===== src/logic/p1g_consts.vh =====
/*
 * Constants for the eight-bit I/O port with function multiplexer: register
 * indices, reset values, read-modify-write operation codes, bus answers.
 * Assumes inclusion by bare name from the port design files and the bench.
 */
// Notes on behaviour
// Direction bit one drives, zero receives.
// Plain data read returns sampled pin levels.
// Read-modify-write operations use stored latch value.
// Pin levels always readable, any direction.
// Pull-up on only when input and latch one.
// Function off: pin follows latch and direction.
// Open drain releases pin for high values.
// Output with function off drives latch bit.
// Pin 7: PWM high AND buzzer, XOR latch.
// Pin 6: PWM low XOR latch bit.
// Pin 5: second serial clock OR latch.
// Pins 4,3: second serial data OR latch.
// Pin 2: first serial clock OR latch.
// Pins 1,0: first serial data OR latch.
// Second serial input taken from pin 4.
// First serial input taken from pin 1.
// Per-bit build option: push-pull or open drain.
// Halt or hold freezes pins and registers.
// Reset clears latch, direction, function registers.
`ifndef P1G_CONSTS_VH
`define P1G_CONSTS_VH

// ********************************
// Register indices; byte address is four times the index.
// ********************************
`define P1G_IDX_LATCH     18'h0FE44
`define P1G_IDX_DIR       18'h0FE45
`define P1G_IDX_FUNC      18'h0FE46
`define P1G_IDX_LATCH_RB  18'h0FE47
`define P1G_IDX_RMW       18'h0FE48

// ********************************
// Decoded register selectors.
// ********************************
`define P1G_SEL_NONE      3'h0
`define P1G_SEL_LATCH     3'h1
`define P1G_SEL_DIR       3'h2
`define P1G_SEL_FUNC      3'h3
`define P1G_SEL_LATCH_RB  3'h4
`define P1G_SEL_RMW       3'h5

// ********************************
// Reset values and build options.
// ********************************
`define P1G_RST_BYTE      8'h00
`define P1G_OD_DEFAULT    8'h00

// ********************************
// Read-modify-write operation register fields and codes.
// ********************************
`define P1G_RMW_OP_HI     10
`define P1G_RMW_OP_LO     8
`define P1G_OP_SET        3'h1
`define P1G_OP_CLR        3'h2
`define P1G_OP_INV        3'h3
`define P1G_OP_INC        3'h4
`define P1G_OP_DEC        3'h5

// ********************************
// Bus answers.
// ********************************
`define P1G_RESP_OKAY     2'h0
`define P1G_RESP_SLVERR   2'h2
`define P1G_RDATA_ZERO    32'h0000_0000
`define P1G_PAD_ZERO      24'h00_0000

`endif


===== src/logic/p1g_sync.v =====
/*
 * Two-stage synchroniser for the eight port pins.
 * Assumes the pins are asynchronous to mclk_i; only the second stage is
 * read by other logic.
 */
`include "p1g_consts.vh"
`default_nettype none

module p1g_sync (
    // Clock and reset.
    input  wire       mclk_i,
    input  wire       reset_n_i,
    // Raw and synchronised levels.
    input  wire [7:0] async_i,
    output wire [7:0] sync_o
);

    reg [7:0] meta_r;
    reg [7:0] sync_r;

    // The first stage feeds the second stage and nothing else.
    always @(posedge mclk_i) begin
        if (!reset_n_i) begin
            meta_r <= `P1G_RST_BYTE;
            sync_r <= `P1G_RST_BYTE;
        end else begin
            meta_r <= async_i;
            sync_r <= meta_r;
        end
    end

    assign sync_o = sync_r;

endmodule // p1g_sync

`default_nettype wire


===== src/logic/p1g_port.v =====
/*
 * Eight-bit port with per-bit direction, latch-driven
 * pull-ups and a per-bit function mux merging PWM,
 * buzzer and two serial channels. Registers are reached
 * over an AXI4-Lite slave.
 * Assumes: peripheral sources and the halt/hold level run on mclk_i;
 * pins are asynchronous and pass p1g_sync; the pad ring turns
 * pin_out_o, pin_oe_o and pullup_en_o into a real wire.
 */
`include "p1g_consts.vh"
`default_nettype none

module p1g_port #(
    parameter [7:0] OPEN_DRAIN = `P1G_OD_DEFAULT
) (
    // Clock and reset.
    input  wire        mclk_i,
    input  wire        reset_n_i,
    // AXI4-Lite write address channel.
    input  wire [19:0] s_axi_awaddr_i,
    input  wire        s_axi_awvalid_i,
    output wire        s_axi_awready_o,
    // AXI4-Lite write data channel.
    input  wire [31:0] s_axi_wdata_i,
    input  wire [3:0]  s_axi_wstrb_i,
    input  wire        s_axi_wvalid_i,
    output wire        s_axi_wready_o,
    // AXI4-Lite write response channel.
    output wire [1:0]  s_axi_bresp_o,
    output wire        s_axi_bvalid_o,
    input  wire        s_axi_bready_i,
    // AXI4-Lite read address channel.
    input  wire [19:0] s_axi_araddr_i,
    input  wire        s_axi_arvalid_i,
    output wire        s_axi_arready_o,
    // AXI4-Lite read data channel.
    output wire [31:0] s_axi_rdata_o,
    output wire [1:0]  s_axi_rresp_o,
    output wire        s_axi_rvalid_o,
    input  wire        s_axi_rready_i,
    // Low-power state from the system controller.
    input  wire        halt_hold_i,
    // Peripheral function sources.
    input  wire        timer_high_side_pwm_i,
    input  wire        timer_low_side_pwm_i,
    input  wire        buzzer_signal_i,
    input  wire        first_serial_clk_i,
    input  wire        first_serial_data_i,
    input  wire        first_serial_active_i,
    input  wire        second_serial_clk_i,
    input  wire        second_serial_data_i,
    input  wire        second_serial_active_i,
    // Serial inputs returned to the serial channels.
    output wire        first_serial_in_o,
    output wire        second_serial_in_o,
    // Pins.
    input  wire [7:0]  pin_in_i,
    output wire [7:0]  pin_out_o,
    output wire [7:0]  pin_oe_o,
    output wire [7:0]  pullup_en_o
);

    // ****************************************************************
    // Address decode.
    // ****************************************************************

    // Maps a byte address to a register selector; used by both paths.
    function [2:0] p1g_decode;
        input [19:0] addr;
        begin
            case (addr[19:2])
                `P1G_IDX_LATCH:    p1g_decode = `P1G_SEL_LATCH;
                `P1G_IDX_DIR:      p1g_decode = `P1G_SEL_DIR;
                `P1G_IDX_FUNC:     p1g_decode = `P1G_SEL_FUNC;
                `P1G_IDX_LATCH_RB: p1g_decode = `P1G_SEL_LATCH_RB;
                `P1G_IDX_RMW:      p1g_decode = `P1G_SEL_RMW;
                default:           p1g_decode = `P1G_SEL_NONE;
            endcase
        end
    endfunction

    // ****************************************************************
    // Declarations.
    // ****************************************************************

    reg  [7:0]  port_output_latch_r;
    reg  [7:0]  port_direction_r;
    reg  [7:0]  port_function_select_r;
    reg  [7:0]  latch_nxt;
    reg  [7:0]  pin_smp_r;
    wire [7:0]  pin_sync;

    reg         awready_r;
    reg         wready_r;
    reg         aw_held_r;
    reg         w_held_r;
    reg  [19:0] awaddr_r;
    reg  [31:0] wdata_r;
    reg  [3:0]  wstrb_r;
    reg         bvalid_r;
    reg  [1:0]  bresp_r;
    reg         arready_r;
    reg         rvalid_r;
    reg  [1:0]  rresp_r;
    reg  [31:0] rdata_r;
    reg  [7:0]  rbyte;
    reg  [1:0]  rresp_nxt;

    wire [2:0]  wsel;
    wire [2:0]  rsel;
    wire        wr_fire;
    wire [2:0]  rmw_op;

    reg  [7:0]  fn_val;
    reg  [7:0]  pin_val;
    reg  [7:0]  pin_out_r;
    reg  [7:0]  pin_oe_r;
    reg  [7:0]  pullup_r;
    reg         first_in_r;
    reg         second_in_r;

    // ****************************************************************
    // Pin input path.
    // ****************************************************************

    p1g_sync u_sync (
        .mclk_i    (mclk_i),
        .reset_n_i (reset_n_i),
        .async_i   (pin_in_i),
        .sync_o    (pin_sync)
    );

    // Pin levels are sampled whatever the direction, so a driven pin
    // reads back its own level; the sample freezes in halt or hold.
    always @(posedge mclk_i) begin
        if (!reset_n_i) begin
            pin_smp_r <= `P1G_RST_BYTE;
        end else if (!halt_hold_i) begin
            pin_smp_r <= pin_sync;
        end
    end

    // ****************************************************************
    // Write path.
    // ****************************************************************

    assign wsel    = p1g_decode(awaddr_r);
    assign wr_fire = aw_held_r && w_held_r && !bvalid_r;
    assign rmw_op  = wdata_r[`P1G_RMW_OP_HI:`P1G_RMW_OP_LO];

    // Address and data come in either order and wait for each other;
    // readies stay low until the response is taken,
    // which keeps one write in flight.
    always @(posedge mclk_i) begin
        if (!reset_n_i) begin
            awready_r <= 1'b1;
            wready_r  <= 1'b1;
            aw_held_r <= 1'b0;
            w_held_r  <= 1'b0;
            awaddr_r  <= 20'h0_0000;
            wdata_r   <= `P1G_RDATA_ZERO;
            wstrb_r   <= 4'h0;
            bvalid_r  <= 1'b0;
            bresp_r   <= `P1G_RESP_OKAY;
        end else begin
            if (s_axi_awvalid_i && awready_r) begin
                awaddr_r  <= s_axi_awaddr_i;
                aw_held_r <= 1'b1;
                awready_r <= 1'b0;
            end
            if (s_axi_wvalid_i && wready_r) begin
                wdata_r  <= s_axi_wdata_i;
                wstrb_r  <= s_axi_wstrb_i;
                w_held_r <= 1'b1;
                wready_r <= 1'b0;
            end
            if (wr_fire) begin
                aw_held_r <= 1'b0;
                w_held_r  <= 1'b0;
                bvalid_r  <= 1'b1;
                bresp_r   <= (wsel == `P1G_SEL_NONE) ? `P1G_RESP_SLVERR : `P1G_RESP_OKAY;
            end
            if (bvalid_r && s_axi_bready_i) begin
                bvalid_r  <= 1'b0;
                awready_r <= 1'b1;
                wready_r  <= 1'b1;
            end
        end
    end

    // Next latch value. Operations work on the stored latch,
    // never the pins, so a pin pulled low by its load does
    // not corrupt neighbouring bits.
    always @* begin
        latch_nxt = port_output_latch_r;
        if (wsel == `P1G_SEL_LATCH && wstrb_r[0]) begin
            latch_nxt = wdata_r[7:0];
        end else if (wsel == `P1G_SEL_RMW && wstrb_r[0] && wstrb_r[1]) begin
            case (rmw_op)
                `P1G_OP_SET: latch_nxt = port_output_latch_r | wdata_r[7:0];
                `P1G_OP_CLR: latch_nxt = port_output_latch_r & ~wdata_r[7:0];
                `P1G_OP_INV: latch_nxt = port_output_latch_r ^ wdata_r[7:0];
                `P1G_OP_INC: latch_nxt = port_output_latch_r + 8'h01;
                `P1G_OP_DEC: latch_nxt = port_output_latch_r - 8'h01;
                default:     latch_nxt = port_output_latch_r;
            endcase
        end
    end

    // Register file. Writes are answered but discarded in halt or hold,
    // so the configuration at mode entry survives.
    always @(posedge mclk_i) begin
        if (!reset_n_i) begin
            port_output_latch_r    <= `P1G_RST_BYTE;
            port_direction_r       <= `P1G_RST_BYTE;
            port_function_select_r <= `P1G_RST_BYTE;
        end else if (wr_fire && !halt_hold_i) begin
            port_output_latch_r <= latch_nxt;
            if (wsel == `P1G_SEL_DIR && wstrb_r[0]) begin
                port_direction_r <= wdata_r[7:0];
            end
            if (wsel == `P1G_SEL_FUNC && wstrb_r[0]) begin
                port_function_select_r <= wdata_r[7:0];
            end
        end
    end

    // ****************************************************************
    // Read path.
    // ****************************************************************

    assign rsel = p1g_decode(s_axi_araddr_i);

    // Read data selection; an unmapped address answers with an error and
    // zero data.
    always @* begin
        rbyte     = `P1G_RST_BYTE;
        rresp_nxt = `P1G_RESP_OKAY;
        case (rsel)
            `P1G_SEL_LATCH:    rbyte = pin_smp_r;
            `P1G_SEL_DIR:      rbyte = port_direction_r;
            `P1G_SEL_FUNC:     rbyte = port_function_select_r;
            `P1G_SEL_LATCH_RB: rbyte = port_output_latch_r;
            `P1G_SEL_RMW:      rbyte = `P1G_RST_BYTE;
            default:           rresp_nxt = `P1G_RESP_SLVERR;
        endcase
    end

    // One read in flight: the address is taken and the data registered on the
    // same edge, and they stand until rready.
    always @(posedge mclk_i) begin
        if (!reset_n_i) begin
            arready_r <= 1'b1;
            rvalid_r  <= 1'b0;
            rresp_r   <= `P1G_RESP_OKAY;
            rdata_r   <= `P1G_RDATA_ZERO;
        end else begin
            if (s_axi_arvalid_i && arready_r) begin
                arready_r <= 1'b0;
                rvalid_r  <= 1'b1;
                rresp_r   <= rresp_nxt;
                rdata_r   <= {`P1G_PAD_ZERO, rbyte};
            end
            if (rvalid_r && s_axi_rready_i) begin
                rvalid_r  <= 1'b0;
                arready_r <= 1'b1;
            end
        end
    end

    // ****************************************************************
    // Function multiplexer and pin drive.
    // ****************************************************************

    // Function values merged with the latch per pin.
    always @* begin
        fn_val[7] = (timer_high_side_pwm_i & buzzer_signal_i)
                    ^ port_output_latch_r[7];
        fn_val[6] = timer_low_side_pwm_i ^ port_output_latch_r[6];
        fn_val[5] = second_serial_clk_i | port_output_latch_r[5];
        fn_val[4] = second_serial_data_i | port_output_latch_r[4];
        fn_val[3] = second_serial_data_i | port_output_latch_r[3];
        fn_val[2] = first_serial_clk_i | port_output_latch_r[2];
        fn_val[1] = first_serial_data_i | port_output_latch_r[1];
        fn_val[0] = first_serial_data_i | port_output_latch_r[0];
        pin_val   = (port_function_select_r & fn_val)
                    | (~port_function_select_r & port_output_latch_r);
    end

    // Pin drive registers. An open-drain bit never drives high: a high
    // value simply drops the enable. The pads are frozen in halt or hold.
    always @(posedge mclk_i) begin
        if (!reset_n_i) begin
            pin_out_r <= `P1G_RST_BYTE;
            pin_oe_r  <= `P1G_RST_BYTE;
            pullup_r  <= `P1G_RST_BYTE;
        end else if (!halt_hold_i) begin
            pin_out_r <= pin_val & ~OPEN_DRAIN;
            pin_oe_r  <= port_direction_r & ~(OPEN_DRAIN & pin_val);
            pullup_r  <= ~port_direction_r & port_output_latch_r;
        end
    end

    // Serial inputs follow the pins in any direction, but
    // only while the channel runs; an idle one sees zero.
    always @(posedge mclk_i) begin
        if (!reset_n_i) begin
            first_in_r  <= 1'b0;
            second_in_r <= 1'b0;
        end else begin
            first_in_r  <= first_serial_active_i & pin_smp_r[1];
            second_in_r <= second_serial_active_i & pin_smp_r[4];
        end
    end

    // ****************************************************************
    // Output assignments.
    // ****************************************************************

    assign s_axi_awready_o    = awready_r;
    assign s_axi_wready_o     = wready_r;
    assign s_axi_bresp_o      = bresp_r;
    assign s_axi_bvalid_o     = bvalid_r;
    assign s_axi_arready_o    = arready_r;
    assign s_axi_rdata_o      = rdata_r;
    assign s_axi_rresp_o      = rresp_r;
    assign s_axi_rvalid_o     = rvalid_r;
    assign first_serial_in_o  = first_in_r;
    assign second_serial_in_o = second_in_r;
    assign pin_out_o          = pin_out_r;
    assign pin_oe_o           = pin_oe_r;
    assign pullup_en_o        = pullup_r;

endmodule // p1g_port

`default_nettype wire


===== config.mk =====
export PLATFORM = sky130hd
export DESIGN_NAME = p1g_port
export DESIGN_NICKNAME = d
export VERILOG_FILES = /design/src/logic/p1g_sync.v /design/src/logic/p1g_port.v
export VERILOG_INCLUDE_DIRS = /design/src /design/src/logic
export SDC_FILE = /design/constraint.sdc
export NUM_CORES = 1
export LEC_CHECK = 0
export ABC_AREA = 1
export ABC_CLOCK_PERIOD_IN_PS = 5010
export BUFFER_PORTS_ARGS = -buffer_cell sky130_fd_sc_hd__buf_4
export CELL_PAD_IN_SITES_DETAIL_PLACEMENT = 1
export CELL_PAD_IN_SITES_GLOBAL_PLACEMENT = 1
export CORE_ASPECT_RATIO = 1.1
export CORE_UTILIZATION = 39
export DETAILED_ROUTE_END_ITERATION = 7
export PLACE_DENSITY_LB_ADDON = 0.1
export SYNTH_ARGS = -nofsm -noshare
export SYNTH_HDL_FRONTEND = slang
export SYNTH_SLANG_ARGS = --single-unit
export TNS_END_PERCENT = 10

===== constraint.sdc =====
create_clock -name mclk_i -period 5.01 [get_ports mclk_i]
set_input_delay 0.7515 -clock mclk_i [delete_from_list [all_inputs] [get_ports mclk_i]]
set_output_delay 0.7515 -clock mclk_i [all_outputs]
set_load 0.1 [all_outputs]

==> impl_metrics.json <==
{
  "grtUsageTotal_pct": 23.6,
  "r2r_slack_ns": 2.53,
  "setup_viol": 0,
  "start_kind": "register",
  "vias": 5722,
  "root_buffer": "clkbuf_16",
  "areaGrowthSynthToFinish_pct": 24.9,
  "drt_iter0_drc": 231,
  "max-cap-violations": 0,
  "finalWirelength_um": 17900,
  "clkTransAtPathRegs_ns": 0.06,
  "r2r-end": "port_output_latch_r[7]",
  "antenna_found_initial": 0,
  "io_buffers": 114,
  "critical_path_peak_fanout": 8,
  "powerDensity_mw_per_mm2": 374,
  "min_period_over_period_pct": 49.4,
  "holdWs_ns": 0.424,
  "min_path_type": "register to register",
  "synthMuxAreaShare_pct": 0,
  "setup_tns_ns": 0,
  "grt_pass1_vias": 5822,
  "max_freq_mhz": 404,
  "skew_ns": 0.00937,
  "overflow": 0,
  "tightest_slew_ns": 1.27,
  "syn_inst": 826,
  "cts_hold_buf": 0,
  "cts_sinks": 122,
  "pin_count": 168,
  "drive_gt1_share_pct": 17.1,
  "cts_tree": "yes",
  "maxSlewViolCount": 0,
  "dieHeight_um": 130,
  "antenna_cells": 0,
  "ys_ff_latch": 122,
  "end_kind": "register",
  "synthAdderAreaFrac_pct": 5.48,
  "die-area_mm2": 0.0155,
  "outcome": "finished, final reports clean",
  "yosys_warnings": 0,
  "gp_congestion": 0.813,
  "rsz0062_at_grt": "no",
  "start_util_pct": 40.3,
  "crit_start": "wdata_r[10]",
  "synth-compound-area-share_pct": 14.4,
  "synth_top_family_by_area": "simple AND/OR/NAND/NOR gates",
  "ctsLongestPathBuffers": 2,
  "grt_max_degree": 97,
  "grt_pass1_wl_um": 28700,
  "critPathCapture": "port_output_latch_r[7]",
  "dp_cells": 1099,
  "nets": 1052,
  "instances_no_fill": 1131,
  "r2r.worst_path.cells": 13,
  "post_cts.repair.setup_buffers": 0,
  "ctsResizeCount": 0,
  "cts_buffers": 17,
  "dr.pass1.iters": 4,
  "drtAntennaViolNets": 0,
  "drc": 0,
  "core-area_mm2": 0.0145,
  "avgSynthCellArea_um2": 7.08,
  "synth-simple-area-share_pct": 26.6,
  "fp-row-count": 46,
  "p_leak_nw": 3.38,
  "dp_hpwl_um": 13100,
  "vias_per_cell": 5.06,
  "synth_top_area_share_pct": 41.8,
  "synth.top_cells.by_area": "dfxtp_1 (42%), nand2_1 (9.8%), nor2_1 (7.1%)",
  "cp.required_ns": 5.34,
  "slew_headroom_pct": 15.4,
  "synth_cell_types": 32,
  "ys_seq_area_share_pct": 41.8,
  "critPathKind": "register to register",
  "clock_latency_ns": 0.42,
  "cts.htree.levels": 4,
  "synth_top_cell_by_area": "dfxtp_1",
  "crit_arrival_ns": 2.81,
  "wl_per_cell_um": 15.8,
  "synth-xor-area-share_pct": 0.300,
  "finalHoldViolations": 0,
  "ir_worst_vdd_mv": 0.234,
  "period_minus_slack_ns": 2.48,
  "dieWidth_um": 119,
  "syn_area_mm2": 0.00584,
  "r2r-start": "wdata_r[10]"
}
-- cells in the mapped netlist (all sizes together) --
cell type	n
a211oi	1
a21boi	1
a21oi	76
a22oi	1
buf	30
clkbuf	28
clkinv	1
conb	1
dfxtp	122
fa	1
ha	24
inv	87
nand2	153
nand3	67
nand3b	2
nand4	18
nor2	115
nor3	8
o211ai	3
o21a	1
o21ai	82
or2	2
xor2	2
-- logic make-up (layout without fill, tap and decap cells) --
group | count (synthesis) | count (layout)
AND/OR/NAND/NOR | 365 | 365
AO/OA/AOI/OAI | 165 | 165
buffers and inverters | 146 | 234
flip-flops | 122 | 122
adder cells (fa/ha/maj) | 25 | 25
XOR/XNOR | 2 | 2
other | 1 | 26
-- flip-flops by register name, indices dropped and copies added, names as in the netlist, 2 cells and up --
name                    flops
port_output_latch_r         8
u_sync.sync_o               8
port_direction_r            8
pullup_en_o                 8
s_axi_rdata_o               8
awaddr_r                   18
pin_smp_r                   8
u_sync.meta_r               8
wdata_r                    11
port_function_select_r      8
pin_out_o                   8
pin_oe_o                    8
wstrb_r                     2
-- per-layer routing --
layer	global-route usage, %	up-vias	wire (µm)	share of wire (%)
li1	-	2832	-	-
met1	28.2	2733	7940	44
met2	41.5	133	8790	49
met3	5.51	24	858	4.8
met4	9.08	0	323	1.8
met5	0	-	0	0
-- per-stage QoR --
step           power, W  util [%]  setup WS [ns]  area (µm²)
4_1_cts         0.00274      50.3           2.51        7300
2_1_floorplan   0.00141         -           2.99        5940
5_1_grt         0.00283      50.3           2.30        7300
3_5_place_dp    0.00151      46.2           2.11        6700
3_3_place_gp    0.00150      46.2           2.20        6700
6_report        0.00273      50.3           2.53        7300
-- worst max-delay path, cell delays in order, from the launching register on --
cell	delay, ns
dfxtp_1	0.40
nand2_1	0.07
nor2_1	0.48
ha_1	0.41
or2_2	0.29
nand3_1	0.13
nand2_1	0.07
nand2_1	0.06
nand3_1	0.08
nand2_1	0.07
nand3_1	0.08
nand2_1	0.10
nand2_1	0.05
a21oi_1	0.12
-- worst min-delay path by stage --
stage	from	end	slack [ns]	cells past startpoint
6_report	u_sync.meta_r[7]	u_sync.sync_o[7]	0.42	2
5_1_grt	u_sync.meta_r[7]	u_sync.sync_o[7]	0.44	2
4_1_cts	u_sync.meta_r[7]	u_sync.sync_o[7]	0.43	2
3_5_place_dp	u_sync.meta_r[6]	u_sync.sync_o[6]	0.41	2
3_3_place_gp	u_sync.meta_r[7]	u_sync.sync_o[7]	0.40	2
2_1_floorplan	u_sync.meta_r[0]	u_sync.sync_o[0]	0.39	2
-- power by group --
group	switching, W	internal, W	total, W
Sequential	0.0000307	0.00102	0.00105
Clock	0.000471	0.000761	0.00123
Combinational	0.000336	0.000111	0.000447
Total	0.000838	0.00189	0.00273
-- layout by cell type, fill, tap and decap left out, drive strengths merged --
cell type and count:
a21oi 76, nor3 8, o21ai 82, buf 114
nand2 153, fa 1, a21boi 1, bufinv 2
nor2 115, nand3b 2, xor2 2, a211oi 1
clkinv 4, nand4 18, clkinvlp 5, o211ai 3
o21a 1, or2 2, inv 90, nand3 67
ha 24, conb 26, dfxtp 122, a22oi 1
clkbuf 19
-- area by class of cell --
cell class                 instances  area, µm²
tap                              192        240
clock inverter                    13        143
inverter                          88        330
multi-input combinational        583       2840
sequential                       122       2440
timing repair buffer             114        856
fill                            1886       7200
clock buffer                      19        453
Note: power is estimated with default switching activity, not from simulation.
